File: config.mk
export PLATFORM = sky130hd
export DESIGN_NAME = wdrt_watchdog
export DESIGN_NICKNAME = d
export VERILOG_FILES = /design/src/wdrt_pkg.sv /design/src/wdrt_watchdog.sv
export SDC_FILE = /design/constraint.sdc
export NUM_CORES = 1
export LEC_CHECK = 0
export ABC_CLOCK_PERIOD_IN_PS = 1740
export BUFFER_PORTS_ARGS = -buffer_cell sky130_fd_sc_hd__buf_2
export CORE_AREA = 5 5 97 54
export DETAILED_ROUTE_END_ITERATION = 8
export DIE_AREA = 0 0 102 59
export PLACE_DENSITY = 0.73
export SLEW_MARGIN = 40
export SYNTH_ARGS = -nofsm -noshare
export SYNTH_HDL_FRONTEND = slang
export SYNTH_SLANG_ARGS = --single-unit
File: constraint.sdc
create_clock -name clk -period 1.74 [get_ports clk]
set_clock_uncertainty 0.1 [all_clocks]
set_input_delay 0.348 -clock clk [delete_from_list [all_inputs] [get_ports clk]]
set_output_delay 0.348 -clock clk [all_outputs]
set_load 0.02 [all_outputs]
File: src/wdrt_pkg.sv
// Package: register map, field layout and constants of the watchdog
package wdrt_pkg;

  // ----------------------------------------------------------------
  // Register map
  // ----------------------------------------------------------------
  localparam logic [11:0] CTRL_ADDR = 12'h000; // watchdog_control
  localparam logic [11:0] PROTECT_KEY_FIELD_ADDR = 12'h004; // system_protect_register
  localparam logic [11:0] STAT_ADDR = 12'h008; // counter value view

  // ----------------------------------------------------------------
  // Field layout and keys
  // ----------------------------------------------------------------
  localparam int RUN_LSB = 0;
  localparam int RUN_MSB = 3;
  localparam int CLR_BIT = 4;
  localparam logic [3:0] STOP_KEY = 4'ha;
  localparam logic [15:0] UNLOCK_KEY = 16'h0096;
  localparam logic [3:0] RUN_RESET = 4'ha;   // Stopped after reset
  localparam int CNT_W = 10;                 // Ten-bit up counter
  localparam logic [9:0] CNT_MAX = 10'h3ff;

  // ----------------------------------------------------------------
  // Types
  // ----------------------------------------------------------------
  // Software visible control state
  typedef struct packed {
    logic [3:0] runKey;
    logic unlocked;
  } wdrt_ctrl_type;

  // Bus response state
  typedef struct packed {
    logic ready;
    logic slverr;
    logic [31:0] rdata;
  } wdrt_resp_type;

endpackage

File: src/wdrt_watchdog.sv
// Watchdog reset timer with APB register access
`timescale 1ns/1ps
module wdrt_watchdog (
  input wire logic clk,
  input wire logic reset,
  input wire logic psel,
  input wire logic penable,
  input wire logic pwrite,
  input wire logic [11:0] paddr,
  input wire logic [31:0] pwdata,
  output logic [31:0] prdata,
  output logic pready,
  output logic pslverr,
  input wire logic srcTick,   // Selected clock source tick (async pin)
  output logic sysReset       // Registered system reset request
);

  // ----------------------------------------------------------------
  // Source tick synchroniser and edge detect
  // ----------------------------------------------------------------
  logic tickMeta_q, tickSync_q, tickOld_q;
  logic tickMeta_d, tickSync_d, tickOld_d;
  logic tickEdge;

  // Next values: meta stage feeds only the sync stage
  always_comb
  begin
    tickMeta_d = srcTick;
    tickSync_d = tickMeta_q;
    tickOld_d = tickSync_q;
  end

  // Register synchroniser stages
  always_ff @(posedge clk or posedge reset)
  begin
    if (reset)
    begin
      tickMeta_q <= 1'b0;
      tickSync_q <= 1'b0;
      tickOld_q <= 1'b0;
    end
    else
    begin
      tickMeta_q <= tickMeta_d;
      tickSync_q <= tickSync_d;
      tickOld_q <= tickOld_d;
    end
  end

  // A stopped source makes no edges, so the count simply holds
  assign tickEdge = tickSync_q & ~tickOld_q;

  // ----------------------------------------------------------------
  // APB slave and control registers
  // ----------------------------------------------------------------
  wdrt_pkg::wdrt_ctrl_type ctrl_q, ctrl_d;
  wdrt_pkg::wdrt_resp_type resp_q, resp_d;
  logic clrReq;            // One-cycle counter clear request
  logic setupPhase;
  logic accessDone;        // Access edge at which pready is high
  logic [wdrt_pkg::CNT_W-1:0] cnt_q, cnt_d;
  logic rst_q, rst_d;

  assign setupPhase = psel & ~penable;
  assign accessDone = psel & penable & resp_q.ready;

  // Decode bus access; answer one cycle after setup
  always_comb
  begin
    ctrl_d = ctrl_q;
    resp_d = '0;
    clrReq = 1'b0;
    if (setupPhase)
    begin
      resp_d.ready = 1'b1;
      unique case (paddr)
        wdrt_pkg::CTRL_ADDR:
        begin
          // Reserved bits and clear bit read as zero
          resp_d.rdata = {28'h0000000, ctrl_q.runKey};
        end
        wdrt_pkg::PROTECT_KEY_FIELD_ADDR:
        begin
          resp_d.rdata = {31'h0, ctrl_q.unlocked};
        end
        wdrt_pkg::STAT_ADDR:
        begin
          resp_d.rdata = {22'h0, cnt_q};
        end
        default:
        begin
          resp_d.slverr = 1'b1; // Unmapped address
        end
      endcase
    end
    // Writes land at the access edge where the master sees pready,
    // so an abandoned setup cycle never changes state
    if (accessDone && pwrite)
    begin
      if (paddr == wdrt_pkg::CTRL_ADDR)
      begin
        // Protected write: ignored while locked
        if (ctrl_q.unlocked)
        begin
          ctrl_d.runKey = pwdata[wdrt_pkg::RUN_MSB:wdrt_pkg::RUN_LSB];
          clrReq = pwdata[wdrt_pkg::CLR_BIT];
        end
      end
      else if (paddr == wdrt_pkg::PROTECT_KEY_FIELD_ADDR)
      begin
        // Only the unlock key opens; anything else relocks
        ctrl_d.unlocked = (pwdata[15:0] == wdrt_pkg::UNLOCK_KEY);
      end
    end
  end

  // Register control state and bus response
  always_ff @(posedge clk or posedge reset)
  begin
    if (reset)
    begin
      ctrl_q <= '{runKey: wdrt_pkg::RUN_RESET, unlocked: 1'b0};
      resp_q <= '0;
    end
    else
    begin
      ctrl_q <= ctrl_d;
      resp_q <= resp_d;
    end
  end

  // Answer stands for the single access cycle only
  assign pready = resp_q.ready;
  assign pslverr = resp_q.slverr;
  assign prdata = resp_q.rdata;

  // ----------------------------------------------------------------
  // Counter and reset generation
  // ----------------------------------------------------------------
  logic running;
  assign running = (ctrl_q.runKey != wdrt_pkg::STOP_KEY);

  // Clear beats a tick; HALT/SLEEP are not inputs, count never gates
  always_comb
  begin
    cnt_d = cnt_q;
    rst_d = 1'b0;
    if (clrReq)
      cnt_d = '0;
    else if (running && tickEdge)
    begin
      if (cnt_q == wdrt_pkg::CNT_MAX)
      begin
        cnt_d = '0;
        rst_d = 1'b1;
      end
      else
        cnt_d = cnt_q + 10'h001;
    end
    // Stop key freezes counting and overflow; a clear still zeroes the count
  end

  // Register counter and reset request
  always_ff @(posedge clk or posedge reset)
  begin
    if (reset)
    begin
      cnt_q <= '0;
      rst_q <= 1'b0;
    end
    else
    begin
      cnt_q <= cnt_d;
      rst_q <= rst_d;
    end
  end

  assign sysReset = rst_q;

  // ----------------------------------------------------------------
  // Assertions
  // ----------------------------------------------------------------
  a_overflow_resets: assert property (@(posedge clk) disable iff (reset)
    (running && tickEdge && !clrReq && cnt_q == wdrt_pkg::CNT_MAX)
      |=> sysReset)
    else $error("overflow did not raise reset");

  a_reset_cause: assert property (@(posedge clk) disable iff (reset)
    sysReset |-> $past(cnt_q) == wdrt_pkg::CNT_MAX)
    else $error("reset without overflow");

  a_clear_zero: assert property (@(posedge clk) disable iff (reset)
    clrReq |=> cnt_q == '0)
    else $error("clear did not zero counter");

  a_clear_write: assert property (@(posedge clk) disable iff (reset)
    (accessDone && pwrite && paddr == wdrt_pkg::CTRL_ADDR &&
     ctrl_q.unlocked && pwdata[wdrt_pkg::CLR_BIT]) |=> cnt_q == '0)
    else $error("clear bit write ignored");

  a_stop_holds: assert property (@(posedge clk) disable iff (reset)
    (!running && !clrReq) |=> $stable(cnt_q))
    else $error("counter moved while stopped");

  a_no_tick_hold: assert property (@(posedge clk) disable iff (reset)
    (!tickEdge && !clrReq) |=> $stable(cnt_q) && !sysReset)
    else $error("counter moved without source tick");

  a_run_counts: assert property (@(posedge clk) disable iff (reset)
    (running && tickEdge && !clrReq && cnt_q != wdrt_pkg::CNT_MAX)
      |=> cnt_q == $past(cnt_q) + 10'h001)
    else $error("running counter did not advance");

  a_reserved_zero: assert property (@(posedge clk) disable iff (reset)
    (pready && $past(paddr) == wdrt_pkg::CTRL_ADDR)
      |-> prdata[31:4] == 28'h0000000)
    else $error("reserved control bits not zero");

endmodule // wdrt_watchdog

Word-level counts from Yosys, hierarchy flattened
Index checks and enable logic that the tools add are counted.
- latch bits: 0
- input port bits: 50
- logic and storage cells: 42
- output and inout port bits: 35
- memories kept: 0
- register bits: 53
- bits in read-only memories: 0
- memory bits (writable): 0
- multipliers: 0
- add/subtract/negate cells: 1
- bitwise gates (word level): 7
- order comparisons: 0
- div/mod/pow operators: 0
- reductions and logical operators: 7
- multiplexer cells: 12
- shifts and indexed selects: 0
- eq/ne operators: 5
- operators by type and width (kind ; count):
    $mux W34 ; 1
    $mux W10 ; 3
    $pmux W10 S3 ; 1
    $eq A16 B8 Y1 const B ; 1
    $eq A12 B3 Y1 const B ; 1
    $eq A12 B4 Y1 const B ; 1
    $logic_not A12 Y1 ; 1
    $add A10 B1 Y10 const B ; 1
    $eq A10 B10 Y1 const B ; 1
    $mux W1 ; 7
    $reduce_and A3 Y1 ; 2
    $and A1 B1 Y1 ; 4
    $ne A4 B4 Y1 const B ; 1
    $not A1 Y1 ; 3
    $reduce_or A3 Y1 ; 1
    $logic_and A1 B1 Y1 ; 2
    $reduce_bool A2 Y1 ; 1

Longest topological paths before layout
Gate-level depths: netlist of the first run.
- word-level depth: 5
- gate-level depth with buffers: 6
- gate-level depth less buffers: 5

Worst setup path after synthesis of the first run
No wires, ideal clock.
- path type: register to register
- from: register cnt_q[0] (netlist bit)
- to: register cnt_q[0] (netlist bit)
- period minus slack after synthesis: 1.729 ns
- setup slack: 0.011 ns
- stages on the path, launching flop included: 6
- arrival: 1.552 ns
- cells stage by stage: dfrtp_1 ha_1 and4_1 nand3_1 or3b_2 a21oi_1
- word-level cells in the longest chain between the ends: 4
- elaborated cells on any way between the ends: 5
- RTL lines (item ; RTL line ; text):
    start: declaration ; wdrt_watchdog.sv:61 ; logic [wdrt_pkg::CNT_W-1:0] cnt_q, cnt_d;
    start signal: assignment ; wdrt_watchdog.sv:173 ; cnt_q <= cnt_d;
    $add A10 B1 Y10 / $eq A10 B10 Y1 (equally long branches) ; wdrt_watchdog.sv:158, wdrt_watchdog.sv:152 ;
    $mux W10 (*) ; wdrt_watchdog.sv:152 ; if (cnt_q == wdrt_pkg::CNT_MAX)
    $mux W10 (*) ; wdrt_watchdog.sv:150 ; else if (running && tickEdge)
    $mux W10 (*) ; wdrt_watchdog.sv:148 ; if (clrReq)
Every way passes the cells marked *; elsewhere a longest branch is shown, timed or not. The select of a mux whose other input is x is not followed.
A chain may end at the register's enable or synchronous reset.

Worst setup path in the final report of the first run
Ends and elaborated chain as after synthesis.

==> results.yml, run 1 <==
status:
  status: "complete, no violations"
setup_path:
  startpoint_type: "flop"
  slowest_stage: "or3b_2"
  r2r_start: "cnt_q[0]"
  crit_type: "reg2reg"
  endpoint_kind: "flop"
  crit_chain: "ha_2, and4_1, nand3_2, or3b_2, a21oi_2"
  ff2ff_path_depth: 5
  slowest_delay_ps: 460
  critPathArrivalTime_ps: 1790
  r2r_end: "cnt_q[0]"
  rrSetupSlack_ps: 60
  critical_path_required_ps: 1850
  cp-startpoint: "cnt_q[0]"
  cp_max_fo: 2
  crit_end: "cnt_q[0]"
global_routing:
  antenna_found_initial: 0
  grt_overflow_total: 0
  grt_start_max_net_pins: 32
  grt_pass1_wl_um: 5513
  grt_pass1_vias: 1129
  grt_usage: 0.1206
power_and_ir_drop:
  switchingPower_w: 0.0006042
  seq_power_share: 0.437
  clock_power_share: 0.357
  pwr-share-comb: 0.206
  vdd_drop_max_mv: 0.3373
  internal-power_w: 0.001452
  p_sw_frac: 0.2938
  p_leak_nw: 1.073
  power_density_nw_per_um2: 987.8
logic_synthesis:
  synth-edff-count: 0
  syn_area_per_cell_sq_um: 10.46
  netlist_area_sq_um: 1632
  synth-seq-cells: 31
  synthCells: 156
  async_flop_share: 1.000
  ys.flop_type: "dfrtp_1"
  yosys_warnings: 0
  synth_cell_types: 38
  synth_seq_area_share: 0.4770
final_layout:
  seqCellArea_sq_um: 779.5
  multi_input_area_sq_um: 733.2
  syn2layout_area_growth_pct: 27.61
  layout.nets: 272
  stdcell_area_sq_um: 2082
  fillCellCount: 402
  layoutNonFillerInstCount: 279
  drive_above_1_share: 0.3874
  diodes: 0
clock_tree:
  path_clk_slew_ps: 70
  clock_latency_ps: 280
  root_buffer: "clkbuf_8"
  clock_path_buffers: 2
  clock-sinks: 31
  cts_htree_levels: 2
  cts_buffers: 5
  cts_tree: "yes"
timing:
  period_share: 0.9638
  min_period_ps: 1677
  holdWs_ps: 31.34
  rsz0062_at_grt: "no"
  finalHoldViolations: 0
  layout_setup_ws_ps: 63.03
  setup_viol: 0
  slew_violations: 0
  fmax_ghz: 0.5963
floorplanning:
  ios: 85
  die_w_um: 102
  dieArea_sq_um: 6018
  coreArea_sq_um: 4233
  start_util: 0.3855
  fp.dieH_um: 59
  rows: 17
route:
  vias: 1294
  via_per_inst: 4.638
  routed_wl_um: 3739
  first_pass_iters: 7
  drt_iter0_drc: 74
  wl_per_cell_um: 13.40
  ant_nets: 0
  drc: 0
place:
  place_inst: 269
  place_ws_ps: -134.9
  hpwl_um: 2889
  numPortBuffers: 46
  place_congestion: 0.8548
  placed_cell_area_sq_um: 1934
worst_hold_path:
  hold_path.class: "in2async"
flow_run:
  cap_violations: 0
[stage by stage]
stage	power [W]	TNS [ps]	utilization
after floorplan	0.001178	0	-
after global placement	0.001287	-727.0	0.4570
after detailed placement	0.001302	-1570	0.4570
after CTS	0.002043	0	0.4848
after global routing	0.002169	0	0.4919
final	0.002057	0	0.4919
[power by group through the flow]
stage / Sequential [W] / Combinational (W) / Clock [W]
floorplan: 0.000891 / 0.000287 / 0
global placement: 0.000899 / 0.000387 / 0
detailed placement: 0.000903 / 0.000399 / 0
CTS: 0.000890 / 0.000403 / 0.000750
global route: 0.000916 / 0.000474 / 0.000779
finish: 0.000899 / 0.000423 / 0.000734
[cells in the mapped netlist, types with 2 or more instances]
library cell,count,area share
or3_1,3,0.012
or4_1,2,0.0092
nand3_1,9,0.028
nand4_1,5,0.019
mux2_4,4,0.037
mux2i_1,4,0.025
and4_1,3,0.016
nand2b_1,2,0.0077
dfrtp_1,29,0.44
nor2_1,9,0.021
and2_1,6,0.023
inv_1,6,0.014
buf_2,2,0.0061
nor4_4,2,0.026
buf_4,22,0.10
nor3_1,4,0.012
nand2_1,10,0.023
o31ai_1,2,0.0092
a31oi_1,4,0.015
xor2_1,3,0.016
dfstp_2,2,0.032
a21oi_1,5,0.015
nor4_1,3,0.012
[worst min-delay path by stage]
stage | startpoint | endpoint | slack, ps | cells past startpoint
after floorplan | tickMeta_q | tickOld_d | 230 | 0
after global placement | tickMeta_q | tickOld_d | 230 | 0
after detailed placement | tickMeta_q | tickOld_d | 240 | 0
after CTS | reset | cnt_q[3] | 50 | 3
after global routing | srcTick | tickMeta_q | 50 | 1
final | reset | prdata[5] | 30 | 3
[final cells by class]
class / count / share of cell area
Timing Repair Buffer: 63 / 0.1719
Clock inverter: 2 / 0.01683
Sequential cell: 31 / 0.3744
Multi-Input combinational cell: 114 / 0.3522
Tap cell: 57 / 0.03425
Clock buffer: 6 / 0.03966
Inverter: 6 / 0.01082
[critical path: cells and delay by family, from the launching register on]
kind / cells / cell delay [ps]
DFF: 1 / 390
and+or+nand+nor: 3 / 760
adders and majority gates: 1 / 190
AOI/OAI and AO/OA: 1 / 160
[cell usage in the layout, fill, tap and decap left out, types with 4 or more instances in the layout]
| cell | count |
|---|---|
| buf_2 | 46 |
| dfrtp_1 | 28 |
| conb_1 | 22 |
| buf_4 | 17 |
| nor2_1 | 9 |
| nand2_1 | 9 |
| nand3_1 | 8 |
| inv_1 | 6 |
| and2_1 | 6 |
| clkbuf_8 | 6 |
| nand4_1 | 5 |
| nor3_1 | 4 |
| a31oi_1 | 4 |
| a21oi_1 | 4 |
| mux2_4 | 4 |
| mux2i_1 | 4 |
[flip-flops by register name, summed over array words and instances, names as in the netlist]
register,flops
pready,1
prdata,10
pslverr,1
ctrl_q,5
tickOld_q,1
cnt_q,10
sysReset,1
tickMeta_q,1
tickOld_d,1
[logic make-up (layout without fill, tap and decap cells)]
group | count (synthesis) | count (layout) | synth area share
AOI/OAI and AO/OA | 14 | 14 | 0.05214
xor gates and xnor gates | 3 | 3 | 0.01611
adders and majority gates | 1 | 1 | 0.007667
buffers and inverters | 32 | 77 | 0.1304
DFF | 31 | 31 | 0.4770
muxes | 8 | 8 | 0.06135
other | 1 | 22 | 0.002298
and+or+nand+nor | 66 | 66 | 0.2531
[routing by layer]
layer,share of wire,wire length [um],GRT usage
met5,0,0,0
met4,0.0067,25,0.03364
met3,0.10,376,0.03995
met2,0.41,1551,0.1634
met1,0.48,1785,0.1806
[what timing repair did]
action / 4_1_cts / 5_1_grt
buffers inserted: 0 / 2
endpoints found under the hold margin: 0 / 0
hold buffers: 0 / 0
gates resized for setup: 0 / 5
setup endpoints to repair: 0 / 4
Note: power is estimated with default switching activity, not from simulation.
==> inputs of run 2 (changes only) <==
--- a/config.mk
+++ b/config.mk
@@ -5,12 +5,12 @@
 export SDC_FILE = /design/constraint.sdc
 export NUM_CORES = 1
 export LEC_CHECK = 0
-export ABC_CLOCK_PERIOD_IN_PS = 1740
+export ABC_CLOCK_PERIOD_IN_PS = 1700
 export BUFFER_PORTS_ARGS = -buffer_cell sky130_fd_sc_hd__buf_2
-export CORE_AREA = 5 5 97 54
+export CORE_AREA = 5 5 92 51
 export DETAILED_ROUTE_END_ITERATION = 8
-export DIE_AREA = 0 0 102 59
-export PLACE_DENSITY = 0.73
+export DIE_AREA = 0 0 97 56
+export PLACE_DENSITY = 0.78
 export SLEW_MARGIN = 40
 export SYNTH_ARGS = -nofsm -noshare
 export SYNTH_HDL_FRONTEND = slang
==> constraint.sdc (replaced) <==
create_clock -name clk -period 1.7 [get_ports clk]
set_clock_uncertainty 0.1 [all_clocks]
set_input_delay 0.34 -clock clk [delete_from_list [all_inputs] [get_ports clk]]
set_output_delay 0.34 -clock clk [all_outputs]
set_load 0.02 [all_outputs]
==> run 2 against run 1 <==
Compared with the run above: total power increased by 2.2%; core utilization increased by 6.0 points; count of clock-buffer cells in the layout unchanged; combinational power increased by 4%; critical path depth decreased by 1; die area decreased by 9.7%; critical path type unchanged; largest power group unchanged; highest routed layer unchanged.
==> results.yml, run 2 (synthesis gave the netlist of run 1 again) <==
timing:
  rsz0062_at_grt: "yes"
  min_period_ps: 1612
  period_share: 0.9483
  slew_violations: 0
  finalSetupTns_ps: 0
  fmax_ghz: 0.6203
  setup_viol: 0
  holdWs_ps: 14.69
  layout_setup_ws_ps: 87.81
  finalHoldViolations: 0
power_and_ir_drop:
  fin_total_pwr_w: 0.002103
  p_leak_nw: 1.088
  power_density_nw_per_um2: 1006
  seq_power_share: 0.435
  p_sw_frac: 0.2894
  pwr-share-comb: 0.210
  clock_power_share: 0.354
  switchingPower_w: 0.0006085
  internal-power_w: 0.001494
  vdd_drop_max_mv: 0.3470
status:
  status: "complete, no violations"
clock_tree:
  cts_htree_levels: 2
  path_clk_slew_ps: 70
  cts_tree: "yes"
  clock_path_buffers: 2
  cts_buffers: 5
  ctsHoldBuffers: 0
  root_buffer: "clkbuf_8"
  clock-sinks: 31
  clock_latency_ps: 290
setup_path:
  startpoint_type: "flop"
  critPathArrivalTime_ps: 1710
  cp-startpoint: "cnt_q[2]"
  endpoint_kind: "flop"
  critical_path_required_ps: 1800
  rrSetupSlack_ps: 90
  r2r_start: "cnt_q[2]"
  crit_type: "reg2reg"
  cp_max_fo: 6
global_routing:
  grt_overflow_total: 0
  antenna_found_initial: 0
  grt_pass1_wl_um: 6092
  grt_start_max_net_pins: 32
  grt_pass1_vias: 1270
  grt_usage: 0.1422
place:
  hpwl_um: 2855
  place_congestion: 0.8355
  placed_cell_area_sq_um: 1943
  numPortBuffers: 46
  place_ws_ps: -169.0
route:
  first_pass_iters: 4
  ant_nets: 0
  drt_iter0_drc: 51
  via_per_inst: 4.716
  wl_per_cell_um: 13.09
  vias: 1311
  routed_wl_um: 3638
  drc: 0
floorplanning:
  coreArea_sq_um: 3784
  dieArea_sq_um: 5432
  fp.dieH_um: 56
  die_w_um: 97
  start_util: 0.4312
  rows: 16
  ios: 85
final_layout:
  syn2layout_area_growth_pct: 28.07
  diodes: 0
  drive_above_1_share: 0.3839
  layout.nets: 274
  stdcell_area_sq_um: 2090
  final_common_cell: "buf_2"
  final_cell_mix: "46 x buf_2, 29 x dfrtp_1, 22 x conb_1, 19 x buf_4"
worst_hold_path:
  hold_path.class: "in2async"
flow_run:
  cap_violations: 0
-- run 2: changes by cell type in the layout (fill, tap and decap cells not counted) --
cell / previous run / this run
buf_4: 17 / 19
ha_1: 0 / 1
ha_2: 1 / 0
dfrtp_2: 1 / 0
dfrtp_1: 28 / 29
-- run 2: layer usage --
| layer | track usage | share of wire | vias to the layer above |
|---|---|---|---|
| li1 | - | - | 637 |
| met1 | 0.1934 | 0.48 | 611 |
| met2 | 0.1912 | 0.41 | 55 |
| met3 | 0.05757 | 0.090 | 8 |
| met4 | 0.07400 | 0.022 | 0 |
| met5 | 0 | 0 | - |
-- run 2: critical path: stages (launching register included) --
cell      delay, ps
dfrtp_1         400
and2_1          190
nand4_1         220
or3b_1          400
a211oi_1        220
-- run 2: repair_timing --
item	in CTS	in global routing
gates resized for setup	0	2
setup endpoints to repair	0	4
buffers inserted	0	3
-- run 2: area by class of cell --
class	count	area [sq um]
Fill cell	352	1694
Sequential cell	31	778.2
Clock buffer	6	82.58
Inverter	6	22.52
Multi-Input combinational cell	114	730.7
Clock inverter	2	35.03
Timing Repair Buffer	65	372.9
Tap cell	54	67.56
-- run 2: power groups by stage --
| stage | clock (W) | combinational, W | sequential, W |
|---|---|---|---|
| after floorplan | 0 | 0.000297 | 0.000914 |
| after global placement | 0 | 0.000394 | 0.000926 |
| after detailed placement | 0 | 0.000407 | 0.000930 |
| after CTS | 0.000769 | 0.000409 | 0.000916 |
| after global routing | 0.000802 | 0.000493 | 0.000930 |
| final | 0.000745 | 0.000442 | 0.000916 |
-- run 2: final timing paths --
path / endpoint / cells after the start
setup reg to reg: cnt_q[9] / 4
max in group asynchronous: ctrl_q[4] / 3
min in group clk: tickMeta_q / 1
hold / removal: pslverr / 3
hold reg to reg: tickOld_d / 0
setup / recovery: cnt_q[9] / 4
-- run 2: metrics by stage --
stage	util	std cells
final	0.5522	278
after floorplan	-	177
after detailed placement	0.5136	267
after global placement	0.5136	267
after CTS	0.5446	275
after global routing	0.5522	278
==> inputs of run 3 (changes only) <==
--- a/config.mk
+++ b/config.mk
@@ -10,6 +10,7 @@
 export CORE_AREA = 5 5 92 51
 export DETAILED_ROUTE_END_ITERATION = 8
 export DIE_AREA = 0 0 97 56
+export MAX_ROUTING_LAYER = met4
 export PLACE_DENSITY = 0.78
 export SLEW_MARGIN = 40
 export SYNTH_ARGS = -nofsm -noshare
==> run 3 against run 2 <==
Compared with the run above: design area unchanged; sequential power about the same; register-to-register slack barely moved; wire length barely moved; largest power group unchanged; core utilization did not move; die area unchanged; worst setup slack about the same; clock power about the same; non-clock buffer count unchanged; highest routed layer unchanged.
==> results.yml, run 3 (synthesis gave the netlist of run 1 again) <==
power_and_ir_drop:
  vdd_drop_max_mv: 0.3469
  p_leak_nw: 1.088
  power_density_nw_per_um2: 1007
clock_tree:
  path_clk_slew_ps: 70
  cts_htree_levels: 2
  clock-sinks: 31
  cts_tree: "yes"
  cts_buffers: 5
  root_buffer: "clkbuf_8"
  clock_path_buffers: 2
  clock_latency_ps: 290
status:
  status: "complete, no violations"
global_routing:
  grt_overflow_total: 0
  grt_pass1_wl_um: 6092
  grt_pass1_vias: 1273
  grt_usage: 0.1465
  antenna_found_initial: 0
  grt_start_max_net_pins: 32
floorplanning:
  ios: 85
  dieArea_sq_um: 5432
  die_w_um: 97
  fp.dieH_um: 56
  start_util: 0.4312
  coreArea_sq_um: 3784
  rows: 16
setup_path:
  crit_type: "reg2reg"
  path_delay_family: "simple AND/OR/NAND/NOR gates"
  slowest_stage: "dfrtp_1"
  cp_num_buf_inv: 0
  critPathArrivalTime_ps: 1710
  slowest_delay_ps: 400
  crit_chain: "and2_1, nand4_1, or3b_1, a211oi_1"
  cp_max_fo: 6
  critical_path_required_ps: 1800
  endpoint_kind: "flop"
  startpoint_type: "flop"
timing:
  finalHoldViolations: 0
  min_period_ps: 1612
  fmax_ghz: 0.6203
  period_share: 0.9484
  layout_setup_ws_ps: 87.75
  rsz0062_at_grt: "yes"
  setup_viol: 0
  slew_violations: 0
final_layout:
  final_common_cell: "buf_2"
  stdcell_area_sq_um: 2090
  diodes: 0
  final_cell_mix: "46 x buf_2, 29 x dfrtp_1, 22 x conb_1, 19 x buf_4"
  drive_above_1_share: 0.3839
  syn2layout_area_growth_pct: 28.07
  layout.nets: 274
place:
  placed_cell_area_sq_um: 1943
  place_congestion: 0.8483
  numPortBuffers: 46
  place_ws_ps: -169.0
  hpwl_um: 2855
route:
  drt_iter0_drc: 50
  wl_per_cell_um: 13.09
  ant_nets: 0
  routed_wl_um: 3640
  drc: 0
  vias: 1306
  via_per_inst: 4.698
  first_pass_iters: 4
flow_run:
  cap_violations: 0
worst_hold_path:
  hold_path.class: "in2async"
## run 3: cell counts in the layout (fill, tap and decap cells not counted)
Identical to the previous run, type by type.
## run 3: where the power goes
group | total [W] | internal [W] | switching, W
sequential | 0.000915 | 0.000824 | 0.0000907
clock | 0.000747 | 0.000474 | 0.000274
combinational | 0.000441 | 0.000196 | 0.000245
## run 3: layout make-up
| type | instances | area (sq um) |
|---|---|---|
| Inverter | 6 | 22.52 |
| Timing Repair Buffer | 65 | 372.9 |
| Tap cell | 54 | 67.56 |
| Sequential cell | 31 | 778.2 |
| Multi-Input combinational cell | 114 | 730.7 |
| Clock buffer | 6 | 82.58 |
| Clock inverter | 2 | 35.03 |
| Fill cell | 352 | 1694 |
## run 3: worst min-delay path: cells and delay by family
family                 cells  cell delay [ps]
buffers and inverters      3              470
## run 3: what timing repair did
action / 4_1_cts / 5_1_grt
setup buffers: 0 / 3
hold buffers: 0 / 0
endpoints found under the setup margin: 0 / 4
gates resized for setup: 0 / 2
endpoints found under the hold margin: 0 / 0
## run 3: through the flow
stage | utilization | std cells | hold slack, ps | TNS (ps) | total power, W
floorplan | - | 177 | 231.2 | 0 | 0.001211
global placement | 0.5136 | 267 | 233.3 | -1297 | 0.001319
detailed placement | 0.5136 | 267 | 237.2 | -2350 | 0.001337
CTS | 0.5446 | 275 | 22.38 | 0 | 0.002094
global route | 0.5522 | 278 | 43.33 | -38.91 | 0.002228
finish | 0.5522 | 278 | 16.47 | 0 | 0.002103
## run 3: path summary, 6_finish.rpt
| path | endpoint | slack (ps) | cells after the start | from |
|---|---|---|---|---|
| max in group asynchronous | ctrl_q[4] | 1160 | 3 | reset |
| min in group clk | tickMeta_q | 60 | 1 | srcTick |
| min | pslverr | 20 | 3 | reset |
| max reg2reg | cnt_q[9] | 90 | 4 | cnt_q[2] |
| max | cnt_q[9] | 90 | 4 | cnt_q[2] |
| min reg2reg | tickOld_d | 250 | 0 | tickMeta_q |
## run 3: per-layer routing
metal  vias up  GRT usage  wire length (um)
li1        637          -                 -
met1       606     0.1949              1724
met2        57     0.1902              1469
met3         6    0.05757               369
met4         0    0.07400                77
met5         -          -                 0
